--- src/scl_pkg.sv ---
// Shared constants for the strap capture and indicator block
package scl_pkg;
  // Clock and timing
  localparam int CLK_HZ = 100_000_000;
  localparam int RESET_HOLD_MS = 10;
  localparam int RESET_HOLD_CYC = CLK_HZ / 1000 * RESET_HOLD_MS;
  localparam int BLINK_HALF_MS = 40;
  localparam int BLINK_HALF_CYC = CLK_HZ / 1000 * BLINK_HALF_MS;
  localparam int CNT_W = 24;
  localparam int SYNC_W = 14;

  // Register byte offsets
  localparam logic [3:0] OFS_STATUS = 4'h0;
  localparam logic [3:0] OFS_CTRL = 4'h4;

  // Control register fields and reset values
  localparam int CTRL_TEST_BIT = 0;
  localparam int CTRL_LEDOFF_BIT = 1;
  localparam logic [1:0] CTRL_RESET = 2'h0;

  // Status register field positions
  localparam int ST_ADDR_LSB = 0;
  localparam int ST_SPEED_BIT = 5;
  localparam int ST_DUPLEX_BIT = 6;
  localparam int ST_NEG_BIT = 7;
  localparam int ST_IFACE_BIT = 8;
  localparam int ST_FIBER_BIT = 9;
  localparam int ST_SHORT_BIT = 10;
  localparam int ST_RUN_BIT = 11;

  // Bus responses
  localparam logic [1:0] RESP_OKAY = 2'h0;
  localparam logic [1:0] RESP_SLVERR = 2'h2;

  // Device phase
  typedef enum logic {PH_HOLD, PH_RUN} scl_phase_t;
endpackage

--- src/scl_strap_led.sv ---
// Strap capture, mode pins, status indicators and register slave
// Overview of operation
// - Latch speed strap at reset; high means 100M
// - Latch negotiation strap; high auto, low forced
// - Latch interface strap; high nibble, low serial
// - Test mode turns interface pin into output
// - Isolate high disconnects MAC, management; low power
// - Repeater select high gives repeater mode
// - Power-save pin is a live level
// - Latch five address pins as station address
// - After reset, address pins drive indicators
// - Latched high gives active-low indicator polarity
// - Bit-0 indicator shows link up
// - Bit-1 indicator shows full duplex
// - Bit-2 indicator: 10M link, blinks on activity
// - Bit-3 indicator: 100M copper link, blinks
// - Bit-4 indicator shows collision
// - Chip reset low resets all; hold 10 ms; here it restarts capture and clears control only, shorter holds are flagged
// - Receive-error pin latches fiber strap, then outputs
//
// Added by the designer: the register addresses and register access over AXI4-Lite.
`timescale 1ns/1ps
module scl_strap_led #(
  parameter logic [23:0] RESET_HOLD_CYC = 24'(scl_pkg::RESET_HOLD_CYC),
  parameter logic [23:0] BLINK_HALF_CYC = 24'(scl_pkg::BLINK_HALF_CYC)
) (
  input wire logic sys_clk, // 100 MHz clock
  input wire logic sys_rst, // Synchronous power-on reset
  input wire logic chipResetN, // Chip reset pin, active low
  input wire logic isolatePin, // Isolation level pin
  input wire logic repeaterSelect, // Repeater mode level pin
  input wire logic linkDownPowerSavePin, // Power-save level pin
  input wire logic speedStrap, // Speed strap pin
  input wire logic duplexStrap, // Duplex strap pin
  input wire logic negotiationStrap, // Negotiation strap pin
  input wire logic interfaceTypeStrapIn, // Interface strap pin level
  output logic interfaceTypeStrapOut, // Test signal driven in test mode
  output logic interfaceTypeStrapOe, // Drive enable of interface pin
  input wire logic fiberMediaStrapIn, // Receive-error pin level
  output logic receiveErrorOut, // Receive-error pin drive value
  output logic receiveErrorOe, // Receive-error pin drive enable
  input wire logic [4:0] stationAddrIn, // Address pin levels
  output logic [4:0] stationAddrOut, // Indicator drive values
  output logic [4:0] stationAddrOe, // Indicator drive enables
  input wire logic linkUp, // Core: valid link
  input wire logic fullDuplex, // Core: full duplex in use
  input wire logic speed100, // Core: linked at 100M
  input wire logic frameActivity, // Core: frame sent or received
  input wire logic collision, // Core: collision seen
  input wire logic rxSymbolError, // Core: receive decode error
  output logic speedSel, // Latched speed, 1 = 100M
  output logic duplexSel, // Latched duplex, 1 = full
  output logic negEnable, // Latched negotiation enable
  output logic nibbleIface, // Latched interface, 1 = nibble
  output logic fiberMode, // Latched media, 1 = fiber
  output logic [4:0] stationAddr, // Latched station address
  output logic deviceRun, // Capture done, normal operation
  output logic macIsolate, // Disconnect MAC data path
  output logic mgmtIsolate, // Disconnect management interface
  output logic lowPower, // Lowest-power state request
  output logic repeaterMode, // Repeater mode active
  output logic powerSaveMode, // Link-down power saving active
  input wire logic [3:0] s_axi_awaddr, // Write address
  input wire logic s_axi_awvalid, // Write address valid
  output logic s_axi_awready, // Write address ready
  input wire logic [31:0] s_axi_wdata, // Write data
  input wire logic [3:0] s_axi_wstrb, // Write byte strobes
  input wire logic s_axi_wvalid, // Write data valid
  output logic s_axi_wready, // Write data ready
  output logic [1:0] s_axi_bresp, // Write response
  output logic s_axi_bvalid, // Write response valid
  input wire logic s_axi_bready, // Write response ready
  input wire logic [3:0] s_axi_araddr, // Read address
  input wire logic s_axi_arvalid, // Read address valid
  output logic s_axi_arready, // Read address ready
  output logic [31:0] s_axi_rdata, // Read data
  output logic [1:0] s_axi_rresp, // Read response
  output logic s_axi_rvalid, // Read data valid
  input wire logic s_axi_rready // Read data ready
);
  logic [scl_pkg::SYNC_W-1:0] pinsS;
  logic rstS, isoS, rptS, link_down_power_save_pin, spdS, dupS, negS, ifS, fibS;
  logic [4:0] addrS;
  logic inReset;
  scl_pkg::scl_phase_t phase_r;
  logic [23:0] lowCnt_r, blinkCnt_r;
  logic shortReset_r, blink_r, actSeen_r;
  logic [1:0] ctrl_r;
  logic [4:0] ledOn;
  logic awHeld_r, wHeld_r, doWrite;
  logic [3:0] awAddr_r;
  logic [31:0] wData_r, statusWord;
  logic [3:0] wStrb_r;

  // Every pin level crosses two flops before use
  scl_sync #(.W(scl_pkg::SYNC_W)) u_sync (
    .sys_clk(sys_clk),
    .sys_rst(sys_rst),
    .asyncIn({chipResetN, isolatePin, repeaterSelect,
      linkDownPowerSavePin, speedStrap, duplexStrap, negotiationStrap,
      interfaceTypeStrapIn, fiberMediaStrapIn, stationAddrIn}),
    .syncOut(pinsS)
  );
  assign {rstS, isoS, rptS, link_down_power_save_pin, spdS, dupS, negS, ifS, fibS, addrS} =
    pinsS;
  assign inReset = ~rstS;

  // Phase: hold while the chip reset pin is low, run after release
  always_ff @(posedge sys_clk) begin
    if (sys_rst) begin
      phase_r <= scl_pkg::PH_HOLD;
    end else if (inReset) begin
      phase_r <= scl_pkg::PH_HOLD;
    end else begin
      phase_r <= scl_pkg::PH_RUN;
    end
  end

  // Measure how long the reset pin stayed low; short pulses are flagged
  always_ff @(posedge sys_clk) begin
    if (sys_rst) begin
      lowCnt_r <= 24'h0;
      shortReset_r <= 1'b0;
    end else if (inReset) begin
      if (lowCnt_r < RESET_HOLD_CYC) begin
        lowCnt_r <= lowCnt_r + 24'h1;
      end
    end else begin
      if (phase_r == scl_pkg::PH_HOLD) begin
        shortReset_r <= (lowCnt_r < RESET_HOLD_CYC);
      end
      lowCnt_r <= 24'h0;
    end
  end

  // Straps follow the pins while held, and freeze at release
  always_ff @(posedge sys_clk) begin
    if (sys_rst) begin
      speedSel <= 1'b0;
      duplexSel <= 1'b0;
      negEnable <= 1'b0;
      nibbleIface <= 1'b0;
      fiberMode <= 1'b0;
      stationAddr <= 5'h0;
    end else if (phase_r == scl_pkg::PH_HOLD) begin
      speedSel <= spdS;
      duplexSel <= dupS;
      negEnable <= negS;
      nibbleIface <= ifS;
      fiberMode <= fibS;
      stationAddr <= addrS;
    end
  end

  // Capture updates the straps from the pins throughout the hold phase
  a_strap_capture: assert property (@(posedge sys_clk)
    disable iff (sys_rst) phase_r == scl_pkg::PH_HOLD |=>
      speedSel == $past(spdS)
      && duplexSel == $past(dupS) && negEnable == $past(negS)
      && nibbleIface == $past(ifS))
    else $error("strap not captured during hold");
  a_strap_freeze: assert property (@(posedge sys_clk)
    disable iff (sys_rst) deviceRun && phase_r == scl_pkg::PH_RUN |=>
      $stable(stationAddr) && $stable(fiberMode))
    else $error("strap changed while running");

  // Level pins act live; isolation also asks for lowest power
  always_ff @(posedge sys_clk) begin
    if (sys_rst) begin
      macIsolate <= 1'b0;
      mgmtIsolate <= 1'b0;
      lowPower <= 1'b0;
      repeaterMode <= 1'b0;
      powerSaveMode <= 1'b0;
      deviceRun <= 1'b0;
    end else begin
      macIsolate <= isoS;
      mgmtIsolate <= isoS;
      lowPower <= isoS;
      repeaterMode <= rptS;
      powerSaveMode <= link_down_power_save_pin;
      deviceRun <= (phase_r == scl_pkg::PH_RUN) && !inReset;
    end
  end

  a_isolate_follow: assert property (@(posedge sys_clk)
    disable iff (sys_rst) isoS |=> macIsolate && mgmtIsolate && lowPower)
    else $error("isolation not applied");
  a_mode_levels: assert property (@(posedge sys_clk)
    disable iff (sys_rst)
    ##1 repeaterMode == $past(rptS) && powerSaveMode == $past(link_down_power_save_pin))
    else $error("mode level not followed");

  // Blink divider: a fixed half period from the reference clock
  always_ff @(posedge sys_clk) begin
    if (sys_rst) begin
      blinkCnt_r <= 24'h0;
      blink_r <= 1'b0;
    end else if (blinkCnt_r >= BLINK_HALF_CYC - 24'h1) begin
      blinkCnt_r <= 24'h0;
      blink_r <= ~blink_r;
    end else begin
      blinkCnt_r <= blinkCnt_r + 24'h1;
    end
  end

  // Stretch activity pulses to one blink phase; a new pulse wins
  always_ff @(posedge sys_clk) begin
    if (sys_rst) begin
      actSeen_r <= 1'b0;
    end else if (frameActivity) begin
      actSeen_r <= 1'b1;
    end else if (blinkCnt_r == 24'h0 && !blink_r) begin
      actSeen_r <= 1'b0;
    end
  end

  // Indicator functions before polarity
  always_comb begin
    ledOn[0] = linkUp;
    ledOn[1] = fullDuplex;
    ledOn[2] = linkUp && !speed100 && !(actSeen_r && blink_r);
    ledOn[3] = linkUp && speed100 && !fiberMode
      && !(actSeen_r && blink_r);
    ledOn[4] = collision;
  end

  // Address pins turn to indicators once capture is over
  always_ff @(posedge sys_clk) begin
    if (sys_rst || phase_r == scl_pkg::PH_HOLD) begin
      stationAddrOe <= 5'h0;
      stationAddrOut <= 5'h0;
    end else begin
      stationAddrOe <= {5{~ctrl_r[scl_pkg::CTRL_LEDOFF_BIT]}};
      stationAddrOut <= ledOn ^ stationAddr;
    end
  end

  a_led_hold_off: assert property (@(posedge sys_clk)
    disable iff (sys_rst)
    phase_r == scl_pkg::PH_HOLD |=> stationAddrOe == 5'h0)
    else $error("indicator driven during capture");
  a_led_link: assert property (@(posedge sys_clk)
    disable iff (sys_rst) phase_r == scl_pkg::PH_RUN && linkUp |=>
      stationAddrOut[0] == ~stationAddr[0])
    else $error("link indicator wrong level");
  a_led_dup_coll: assert property (@(posedge sys_clk)
    disable iff (sys_rst)
    phase_r == scl_pkg::PH_RUN && !fullDuplex && collision |=>
      stationAddrOut[1] == stationAddr[1]
      && stationAddrOut[4] == ~stationAddr[4])
    else $error("duplex or collision indicator wrong");
  a_led_slow: assert property (@(posedge sys_clk)
    disable iff (sys_rst)
    phase_r == scl_pkg::PH_RUN && linkUp && !speed100 && !actSeen_r |=>
      stationAddrOut[2] == ~stationAddr[2]
      && stationAddrOut[3] == stationAddr[3])
    else $error("speed indicators wrong");

  // Receive-error pin: input strap while held, error output afterwards
  always_ff @(posedge sys_clk) begin
    if (sys_rst || phase_r == scl_pkg::PH_HOLD) begin
      receiveErrorOe <= 1'b0;
      receiveErrorOut <= 1'b0;
    end else begin
      receiveErrorOe <= 1'b1;
      receiveErrorOut <= rxSymbolError;
    end
  end

  // Interface pin becomes the test signal output only in test mode
  always_ff @(posedge sys_clk) begin
    if (sys_rst || phase_r == scl_pkg::PH_HOLD) begin
      interfaceTypeStrapOe <= 1'b0;
      interfaceTypeStrapOut <= 1'b0;
    end else begin
      interfaceTypeStrapOe <= ctrl_r[scl_pkg::CTRL_TEST_BIT];
      interfaceTypeStrapOut <= blink_r;
    end
  end

  a_test_pin: assert property (@(posedge sys_clk)
    disable iff (sys_rst) phase_r == scl_pkg::PH_RUN |=>
      interfaceTypeStrapOe == $past(ctrl_r[scl_pkg::CTRL_TEST_BIT])
      && receiveErrorOe)
    else $error("test or error pin enable wrong");

  // Write channel: address and data taken in either order
  assign doWrite = awHeld_r && wHeld_r && !s_axi_bvalid;
  always_ff @(posedge sys_clk) begin
    if (sys_rst) begin
      awHeld_r <= 1'b0;
      wHeld_r <= 1'b0;
      s_axi_awready <= 1'b0;
      s_axi_wready <= 1'b0;
      awAddr_r <= 4'h0;
      wData_r <= 32'h0;
      wStrb_r <= 4'h0;
    end else begin
      if (s_axi_awvalid && s_axi_awready) begin
        awHeld_r <= 1'b1;
        awAddr_r <= s_axi_awaddr;
      end else if (doWrite) begin
        awHeld_r <= 1'b0;
      end
      if (s_axi_wvalid && s_axi_wready) begin
        wHeld_r <= 1'b1;
        wData_r <= s_axi_wdata;
        wStrb_r <= s_axi_wstrb;
      end else if (doWrite) begin
        wHeld_r <= 1'b0;
      end
      s_axi_awready <= doWrite
        || !(awHeld_r || (s_axi_awvalid && s_axi_awready));
      s_axi_wready <= doWrite
        || !(wHeld_r || (s_axi_wvalid && s_axi_wready));
    end
  end

  // Control word; the chip reset pin clears it as well, so test mode and
  // indicator blanking never survive a reset. Writes while the chip reset pin is low are lost.
  always_ff @(posedge sys_clk) begin
    if (sys_rst || inReset) begin
      ctrl_r <= scl_pkg::CTRL_RESET;
    end else if (doWrite && wStrb_r[0]
        && awAddr_r[3:2] == scl_pkg::OFS_CTRL[3:2]) begin
      ctrl_r <= wData_r[1:0];
    end
  end

  // Write response; only the control word is writable
  always_ff @(posedge sys_clk) begin
    if (sys_rst) begin
      s_axi_bvalid <= 1'b0;
      s_axi_bresp <= scl_pkg::RESP_OKAY;
    end else if (doWrite) begin
      s_axi_bvalid <= 1'b1;
      if (awAddr_r[3:2] == scl_pkg::OFS_CTRL[3:2]) begin
        s_axi_bresp <= scl_pkg::RESP_OKAY;
      end else if (awAddr_r[3:2] == scl_pkg::OFS_STATUS[3:2]) begin
        s_axi_bresp <= scl_pkg::RESP_OKAY; // Read-only, write ignored
      end else begin
        s_axi_bresp <= scl_pkg::RESP_SLVERR;
      end
    end else if (s_axi_bready) begin
      s_axi_bvalid <= 1'b0;
    end
  end

  // Status word shows the captured straps and device phase
  always_comb begin
    statusWord = 32'h0;
    statusWord[scl_pkg::ST_ADDR_LSB +: 5] = stationAddr;
    statusWord[scl_pkg::ST_SPEED_BIT] = speedSel;
    statusWord[scl_pkg::ST_DUPLEX_BIT] = duplexSel;
    statusWord[scl_pkg::ST_NEG_BIT] = negEnable;
    statusWord[scl_pkg::ST_IFACE_BIT] = nibbleIface;
    statusWord[scl_pkg::ST_FIBER_BIT] = fiberMode;
    statusWord[scl_pkg::ST_SHORT_BIT] = shortReset_r;
    statusWord[scl_pkg::ST_RUN_BIT] = deviceRun;
  end

  // Read channel: one read at a time, data one cycle after address
  always_ff @(posedge sys_clk) begin
    if (sys_rst) begin
      s_axi_arready <= 1'b0;
      s_axi_rvalid <= 1'b0;
      s_axi_rdata <= 32'h0;
      s_axi_rresp <= scl_pkg::RESP_OKAY;
    end else if (s_axi_arvalid && s_axi_arready) begin
      s_axi_arready <= 1'b0;
      s_axi_rvalid <= 1'b1;
      s_axi_rresp <= scl_pkg::RESP_OKAY;
      if (s_axi_araddr[3:2] == scl_pkg::OFS_STATUS[3:2]) begin
        s_axi_rdata <= statusWord;
      end else if (s_axi_araddr[3:2] == scl_pkg::OFS_CTRL[3:2]) begin
        s_axi_rdata <= {30'h0, ctrl_r};
      end else begin
        s_axi_rdata <= 32'h0;
        s_axi_rresp <= scl_pkg::RESP_SLVERR;
      end
    end else if (s_axi_rvalid) begin
      if (s_axi_rready) begin
        s_axi_rvalid <= 1'b0;
        s_axi_arready <= 1'b1;
      end
    end else begin
      s_axi_arready <= 1'b1;
    end
  end
endmodule

--- src/scl_sync.sv ---
// Two-flop synchroniser for a group of pin levels
`timescale 1ns/1ps
module scl_sync #(
  parameter int W = 1
) (
  input wire logic sys_clk, // System clock
  input wire logic sys_rst, // Synchronous reset, active high
  input wire logic [W-1:0] asyncIn, // Raw pin levels
  output logic [W-1:0] syncOut // Levels safe for logic
);
  logic [W-1:0] stage1_r;

  // First stage feeds only the second, to let metastability settle
  always_ff @(posedge sys_clk) begin
    if (sys_rst) begin
      stage1_r <= '0;
      syncOut <= '0;
    end else begin
      stage1_r <= asyncIn;
      syncOut <= stage1_r;
    end
  end
endmodule

--- config.mk ---
export PLATFORM = sky130hd
export DESIGN_NAME = scl_strap_led
export DESIGN_NICKNAME = d
export VERILOG_FILES = /design/src/scl_pkg.sv /design/src/scl_strap_led.sv /design/src/scl_sync.sv
export SDC_FILE = /design/constraint.sdc
export NUM_CORES = 1
export LEC_CHECK = 0
export BUFFER_PORTS_ARGS = -buffer_cell sky130_fd_sc_hd__buf_2
export CORE_MARGIN = 2
export CORE_UTILIZATION = 50
export CTS_BUF_LIST = sky130_fd_sc_hd__clkbuf_16
export DETAILED_ROUTE_END_ITERATION = 10
export PLACE_DENSITY_LB_ADDON = 0.08
export SLEW_MARGIN = 20
export SYNTH_ARGS = -nofsm -noshare
export SYNTH_HDL_FRONTEND = slang
export SYNTH_HIERARCHICAL = 1
export SYNTH_SLANG_ARGS = --single-unit
--- constraint.sdc ---
create_clock -name sys_clk -period 3.6 [get_ports sys_clk]
set_clock_uncertainty 0.05 [all_clocks]
set_input_delay 0.54 -clock sys_clk [delete_from_list [all_inputs] [get_ports sys_clk]]
set_output_delay 0.54 -clock sys_clk [all_outputs]
set_load 0.01 [all_outputs]
==> impl_metrics.ini, run 1 <==
[outcome]
status = finished, final reports clean

[logic_synthesis]
synth_area_um2 = 5280
synth_warnings = 6
synth_top_area_share = 0.500
synth_edf_count = 0
ys.flop_type = dfxtp_1
synth.distinct_cells = 57
async_reset_ff_frac = 0
yosysTopAreaCell = dfxtp_1
synth_cells = 528
avgSynthCellArea_um2 = 10.0
synth-seq-cells = 132
ys_seq_area_frac = 0.500
synthTopCellsByArea = dfxtp_1, nor2_1, xnor2_1, buf_4, mux2i_1

[timing]
worstMarginPinSlew_ns = 0.976
layout_setup_ws_ns = 1.40
setup_violations = 0
hold_violations = 0
slew_viol_final = 0
whs_ns = 0.302
fin_crit_ns = 2.20
rsz0062_at_grt = no
fmax_mhz = 454
slew-limit-headroom = 0.349
tns_ns = 0
period_share = 0.611

[clock_network]
clk_pin_slew_ns = 0.05
cts_resized = 0
cts-root-buf = clkbuf_16
h-tree-depth = 4
cts_tree = yes
cts_buffer_depth = 2
cts_setup_buffers = 0
cts_buffers = 17
hold_buffers = 0
clock_latency_ns = 0.40
cts_sinks = 132

[power]
power.switching_uw = 728
power_frac_comb = 0.043
switching_share = 0.212
p_total_uw = 3440
pwr-share-clk = 0.514
cell_internal_pwr_uw = 2710
leakagePower_uw = 0.00256
p_per_area_nw_per_um2 = 549
peakVddDrop_uv = 343
p_seq_frac = 0.443

[cells_and_area]
final_common_cell = dfxtp_1
drive_gt1_frac = 0.243
area_growth_pct = 18.6
finalNetCount = 683
most-common-layout-cells = dfxtp_1, buf_2, nor2_1
diodes = 0
finalNonFillerCells = 758
nFillCells = 895

[global_routing]
grt_pass1_vias = 3519
antenna_found_initial = 0
grt_overflow = 0
grt_max_degree = 44
track_usage = 0.184
grt_pass1_wl_um = 16600

[route]
drc_errors = 0
drtPass1Iterations = 4
vias = 3750
vias_per_cell = 4.95
drt-initial-drc-count = 95
wl_um = 9880
wl_per_cell_um = 13.0
final_antenna_net_count = 0

[floorplan]
rows = 37
fp.dieH_um = 107
num_io_pins = 142
die_area_um2 = 11400
die_w_um = 107
start_util = 0.514
core-area_um2 = 10300

[worst_setup_path]
critPathKind = reg -> reg
worstPathArrival_ns = 2.43
start_kind = flop
path_max_fanout = 18
cp-end-kind = flop
cp.required_ns = 3.83

[run]
drv_cap = 0

[place]
gp_congestion = 0.818
dp.cells = 726
place_ws_ns = 1.41
dpl.hpwl_um = 6780
portBuffers = 82

[hold_path]
holdCritPathClass = in -> reg
## Yosys cell counts (9+ instances only)
library cell  instances
xnor2_1              26
buf_4                28
a21oi_1              20
nor2b_1              24
nor3_1                9
mux2i_1              16
inv_1                14
and2_1                9
nor2_1               61
a22o_1               11
nand3_1              22
xor2_1               12
dfxtp_1             132
nand2_1              28
## layout make-up
| class | count | area [µm²] | share of cell area |
|---|---|---|---|
| clock buffer | 17 | 425 | 0.0679 |
| clock inverter | 15 | 188 | 0.0300 |
| inverter | 14 | 52.6 | 0.00839 |
| multi-input combinational | 360 | 2360 | 0.377 |
| sequential | 132 | 2640 | 0.422 |
| tap | 136 | 170 | 0.0272 |
| timing repair buffer | 84 | 425 | 0.0679 |
## final timing paths
check	start	end	slack, ns	cells past startpoint
max	blinkCnt_r[0]	blinkCnt_r[4]	1.40	7
min	repeaterSelect	u_sync/stage1_r[11]	0.30	2
max reg2reg	blinkCnt_r[0]	blinkCnt_r[4]	1.40	7
min reg2reg	u_sync/stage1_r[2]	u_sync/syncOut[2]	0.38	1
## per-stage QoR
stage	utilization	instance area, µm²
finish	0.609	6260
global placement	0.549	5640
global route	0.609	6260
detailed placement	0.549	5640
CTS	0.609	6250
floorplan	-	5370
## cell families (layout without fill, tap and decap cells)
| logic type | Yosys count | count (layout) | synth area share |
|---|---|---|---|
| simple gates | 215 | 215 | 0.231 |
| flops | 132 | 132 | 0.500 |
| compound gates | 64 | 64 | 0.0966 |
| buf+inv | 59 | 130 | 0.0711 |
| xor+xnor | 38 | 38 | 0.0630 |
| mux | 16 | 16 | 0.0303 |
| fa+ha+maj | 3 | 3 | 0.00711 |
| other cells | 1 | 24 | 0.000710 |
## worst max-delay path, cell delays in order, from the launching register on
cell and delay, ns:
dfxtp_1 0.40, ha_1 0.23, nand2_1 0.13, nor3_4 0.43, and4_1 0.30, or2_1 0.11, buf_4 0.32, nor2_1 0.09
## per-layer routing
metal	GRT usage	wire length [µm]	vias up
met2	0.287	4660	71
li1	-	-	1914
met5	0	0	-
met4	0.0724	145	0
met1	0.240	4700	1753
met3	0.0559	375	12
## state kept, by name, indices dropped and copies added (netlist names), 2 cells and up
signal,count
blinkCnt_r,24
lowCnt_r,24
u_sync/stage1_r,14
u_sync/syncOut,14
s_axi_rdata,12
stationAddrOut,5
stationAddr,5
awAddr_r,2
ctrl_r,2
wData_r,2
## power groups by stage
stage | combinational [µW] | sequential, µW | clock (µW)
2_1_floorplan | 121 | 1550 | 0
3_3_place_gp | 146 | 1550 | 0
3_5_place_dp | 148 | 1560 | 0
4_1_cts | 150 | 1520 | 1800
5_1_grt | 166 | 1530 | 1870
6_report | 149 | 1520 | 1770
Power figures use the tool's default switching activity.
==> run 2: changes to the inputs <==
Settings changed: CORE_UTILIZATION 50 to 47.
Clock period 3.6 ns to 2 ns, I/O delays scaled along.
==> run 2 against run 1 <==
Net effect:
- clock power increased by 62%
- via count decreased by 0.32%
- design area increased by 1.5%
- largest cell class unchanged
==> impl_metrics.ini, run 2 (synthesis gave the netlist of run 1 again) <==
[outcome]
status = finished, final reports clean

[timing]
setup_violations = 0
fin_crit_ns = 1.94
period_share = 0.968
fmax_mhz = 517
slew_viol_final = 0
layout_setup_ws_ns = 0.0641
worstMarginPinSlew_ns = 0.657
slew-limit-headroom = 0.562
rsz0062_at_grt = yes
hold_violations = 0

[global_routing]
track_usage = 0.179
grt_pass1_vias = 3446
grt_max_degree = 22
grt_pass1_wl_um = 16500
grt_overflow = 0
antenna_found_initial = 0

[power]
leakagePower_uw = 0.00263
p_per_area_nw_per_um2 = 925
peakVddDrop_uv = 947

[route]
wl_per_cell_um = 13.1
drtPass1Iterations = 6
met2WireLength_um = 4970
vias_per_cell = 4.81
final_antenna_net_count = 0
met3_length_um = 371
drt-initial-drc-count = 182
vias = 3738
wl_um = 10200
drc_errors = 0
top_layer = met4
wirelength_met1_um = 4680

[worst_setup_path]
slowest_stage = a2111oi_2
reg2reg_setup_slack_ns = 0.06
regToRegStartpoint = lowCnt_r[6]
worstPathCellList = o31ai_1, nand4b_2, a2111oi_2, xnor2_1, nor2_1
reg2reg_depth = 5
worst_path_largest_cell_delay_ns = 0.52
path_max_fanout = 8
worstReg2RegEnd = lowCnt_r[6]
cp-end-kind = flop
start_kind = flop
cp.required_ns = 2.23
worstPathArrival_ns = 2.17
critPathKind = reg -> reg

[run]
drv_cap = 0

[cells_and_area]
finalNetCount = 698
nFillCells = 969
seqCellArea_um2 = 2640
finalNonFillerCells = 777
multi_input_area_um2 = 2390
area_growth_pct = 20.4
top_regs = blinkCnt_r: 24 flops, lowCnt_r: 24 flops
diodes = 0
drive_gt1_frac = 0.253
final_common_cell = dfxtp_1
most-common-layout-cells = dfxtp_1, buf_2, nor2_1

[clock_network]
cts_sinks = 132
clk_pin_slew_ns = 0.06
cts_buffers = 17
cts_tree = yes
cts-root-buf = clkbuf_16
h-tree-depth = 4
cts_buffer_depth = 2
clock_latency_ns = 0.41

[place]
dpl.hpwl_um = 7280
dp.cells = 745
place_ws_ns = 0.0172
portBuffers = 82
gp_congestion = 0.775

[floorplan]
fp.dieH_um = 110
num_io_pins = 142
rows = 38
die_area_um2 = 12100
start_util = 0.485
die_w_um = 110
core-area_um2 = 10900

[hold_path]
worst_hold_path.endpoint = u_sync/stage1_r[11]
hold_depth = 2
holdCritStartpoint = repeaterSelect
holdCritPathClass = in -> reg
==> run 2: cell type report <==
cell class | count | share of cell area
Clock buffer | 17 | 0.0669
Clock inverter | 15 | 0.0195
Inverter | 14 | 0.00826
Multi-Input combinational cell | 360 | 0.376
Sequential cell | 132 | 0.416
Tap cell | 140 | 0.0275
Timing Repair Buffer | 99 | 0.0866
==> run 2: worst max-delay path: cells and delay by family (launching register included) <==
kind | cells | cell delay [ns]
simple gates | 2 | 0.38
flops | 1 | 0.36
compound gates | 2 | 0.84
xor+xnor | 1 | 0.19
==> run 2: per-stage QoR <==
stage                     instance area (µm²)  power, µW  hold slack [ns]  TNS (ns)   util
after detailed placement                 5770       3090            0.377         0  0.530
after global placement                   5770       3080            0.366         0  0.530
after global routing                     6360       6120           0.0443    -0.139  0.584
final                                    6360       5880           0.0426         0  0.584
after CTS                                6320       5940           0.0360         0  0.581
after floorplan                          5370       3020            0.362         0      -
==> run 2: worst max-delay path by stage <==
| stage | start | end | slack (ns) | cells after the start |
|---|---|---|---|---|
| floorplan | blinkCnt_r[0] | blinkCnt_r[21] | 0.13 | 8 |
| global placement | lowCnt_r[22] | lowCnt_r[18] | 0.07 | 5 |
| detailed placement | lowCnt_r[22] | lowCnt_r[12] | 0.02 | 5 |
| CTS | lowCnt_r[22] | lowCnt_r[12] | 0.01 | 5 |
| global route | lowCnt_r[1] | lowCnt_r[10] | -0.06 | 5 |
| finish | lowCnt_r[6] | lowCnt_r[6] | 0.06 | 5 |
==> run 2: layer usage <==
metal	track usage	vias to the layer above
met5	0	-
li1	-	1943
met3	0.0611	14
met1	0.219	1730
met2	0.292	51
met4	0.0651	0
==> run 2: report_power, final <==
group	internal, µW	leakage (µW)	switching (µW)	total, µW
registers	2700	0.00108	43.6	2740
logic	124	0.00129	160	284
clock network	1790	0.000274	1070	2860
total	4620	0.00263	1270	5880
==> run 2: repair_timing <==
| item | 4_1_cts | 5_1_grt |
|---|---|---|
| gates resized for setup | 0 | 6 |
| setup endpoints to repair | 0 | 26 |
| hold buffers | 0 | 0 |
| buffers inserted | 0 | 0 |
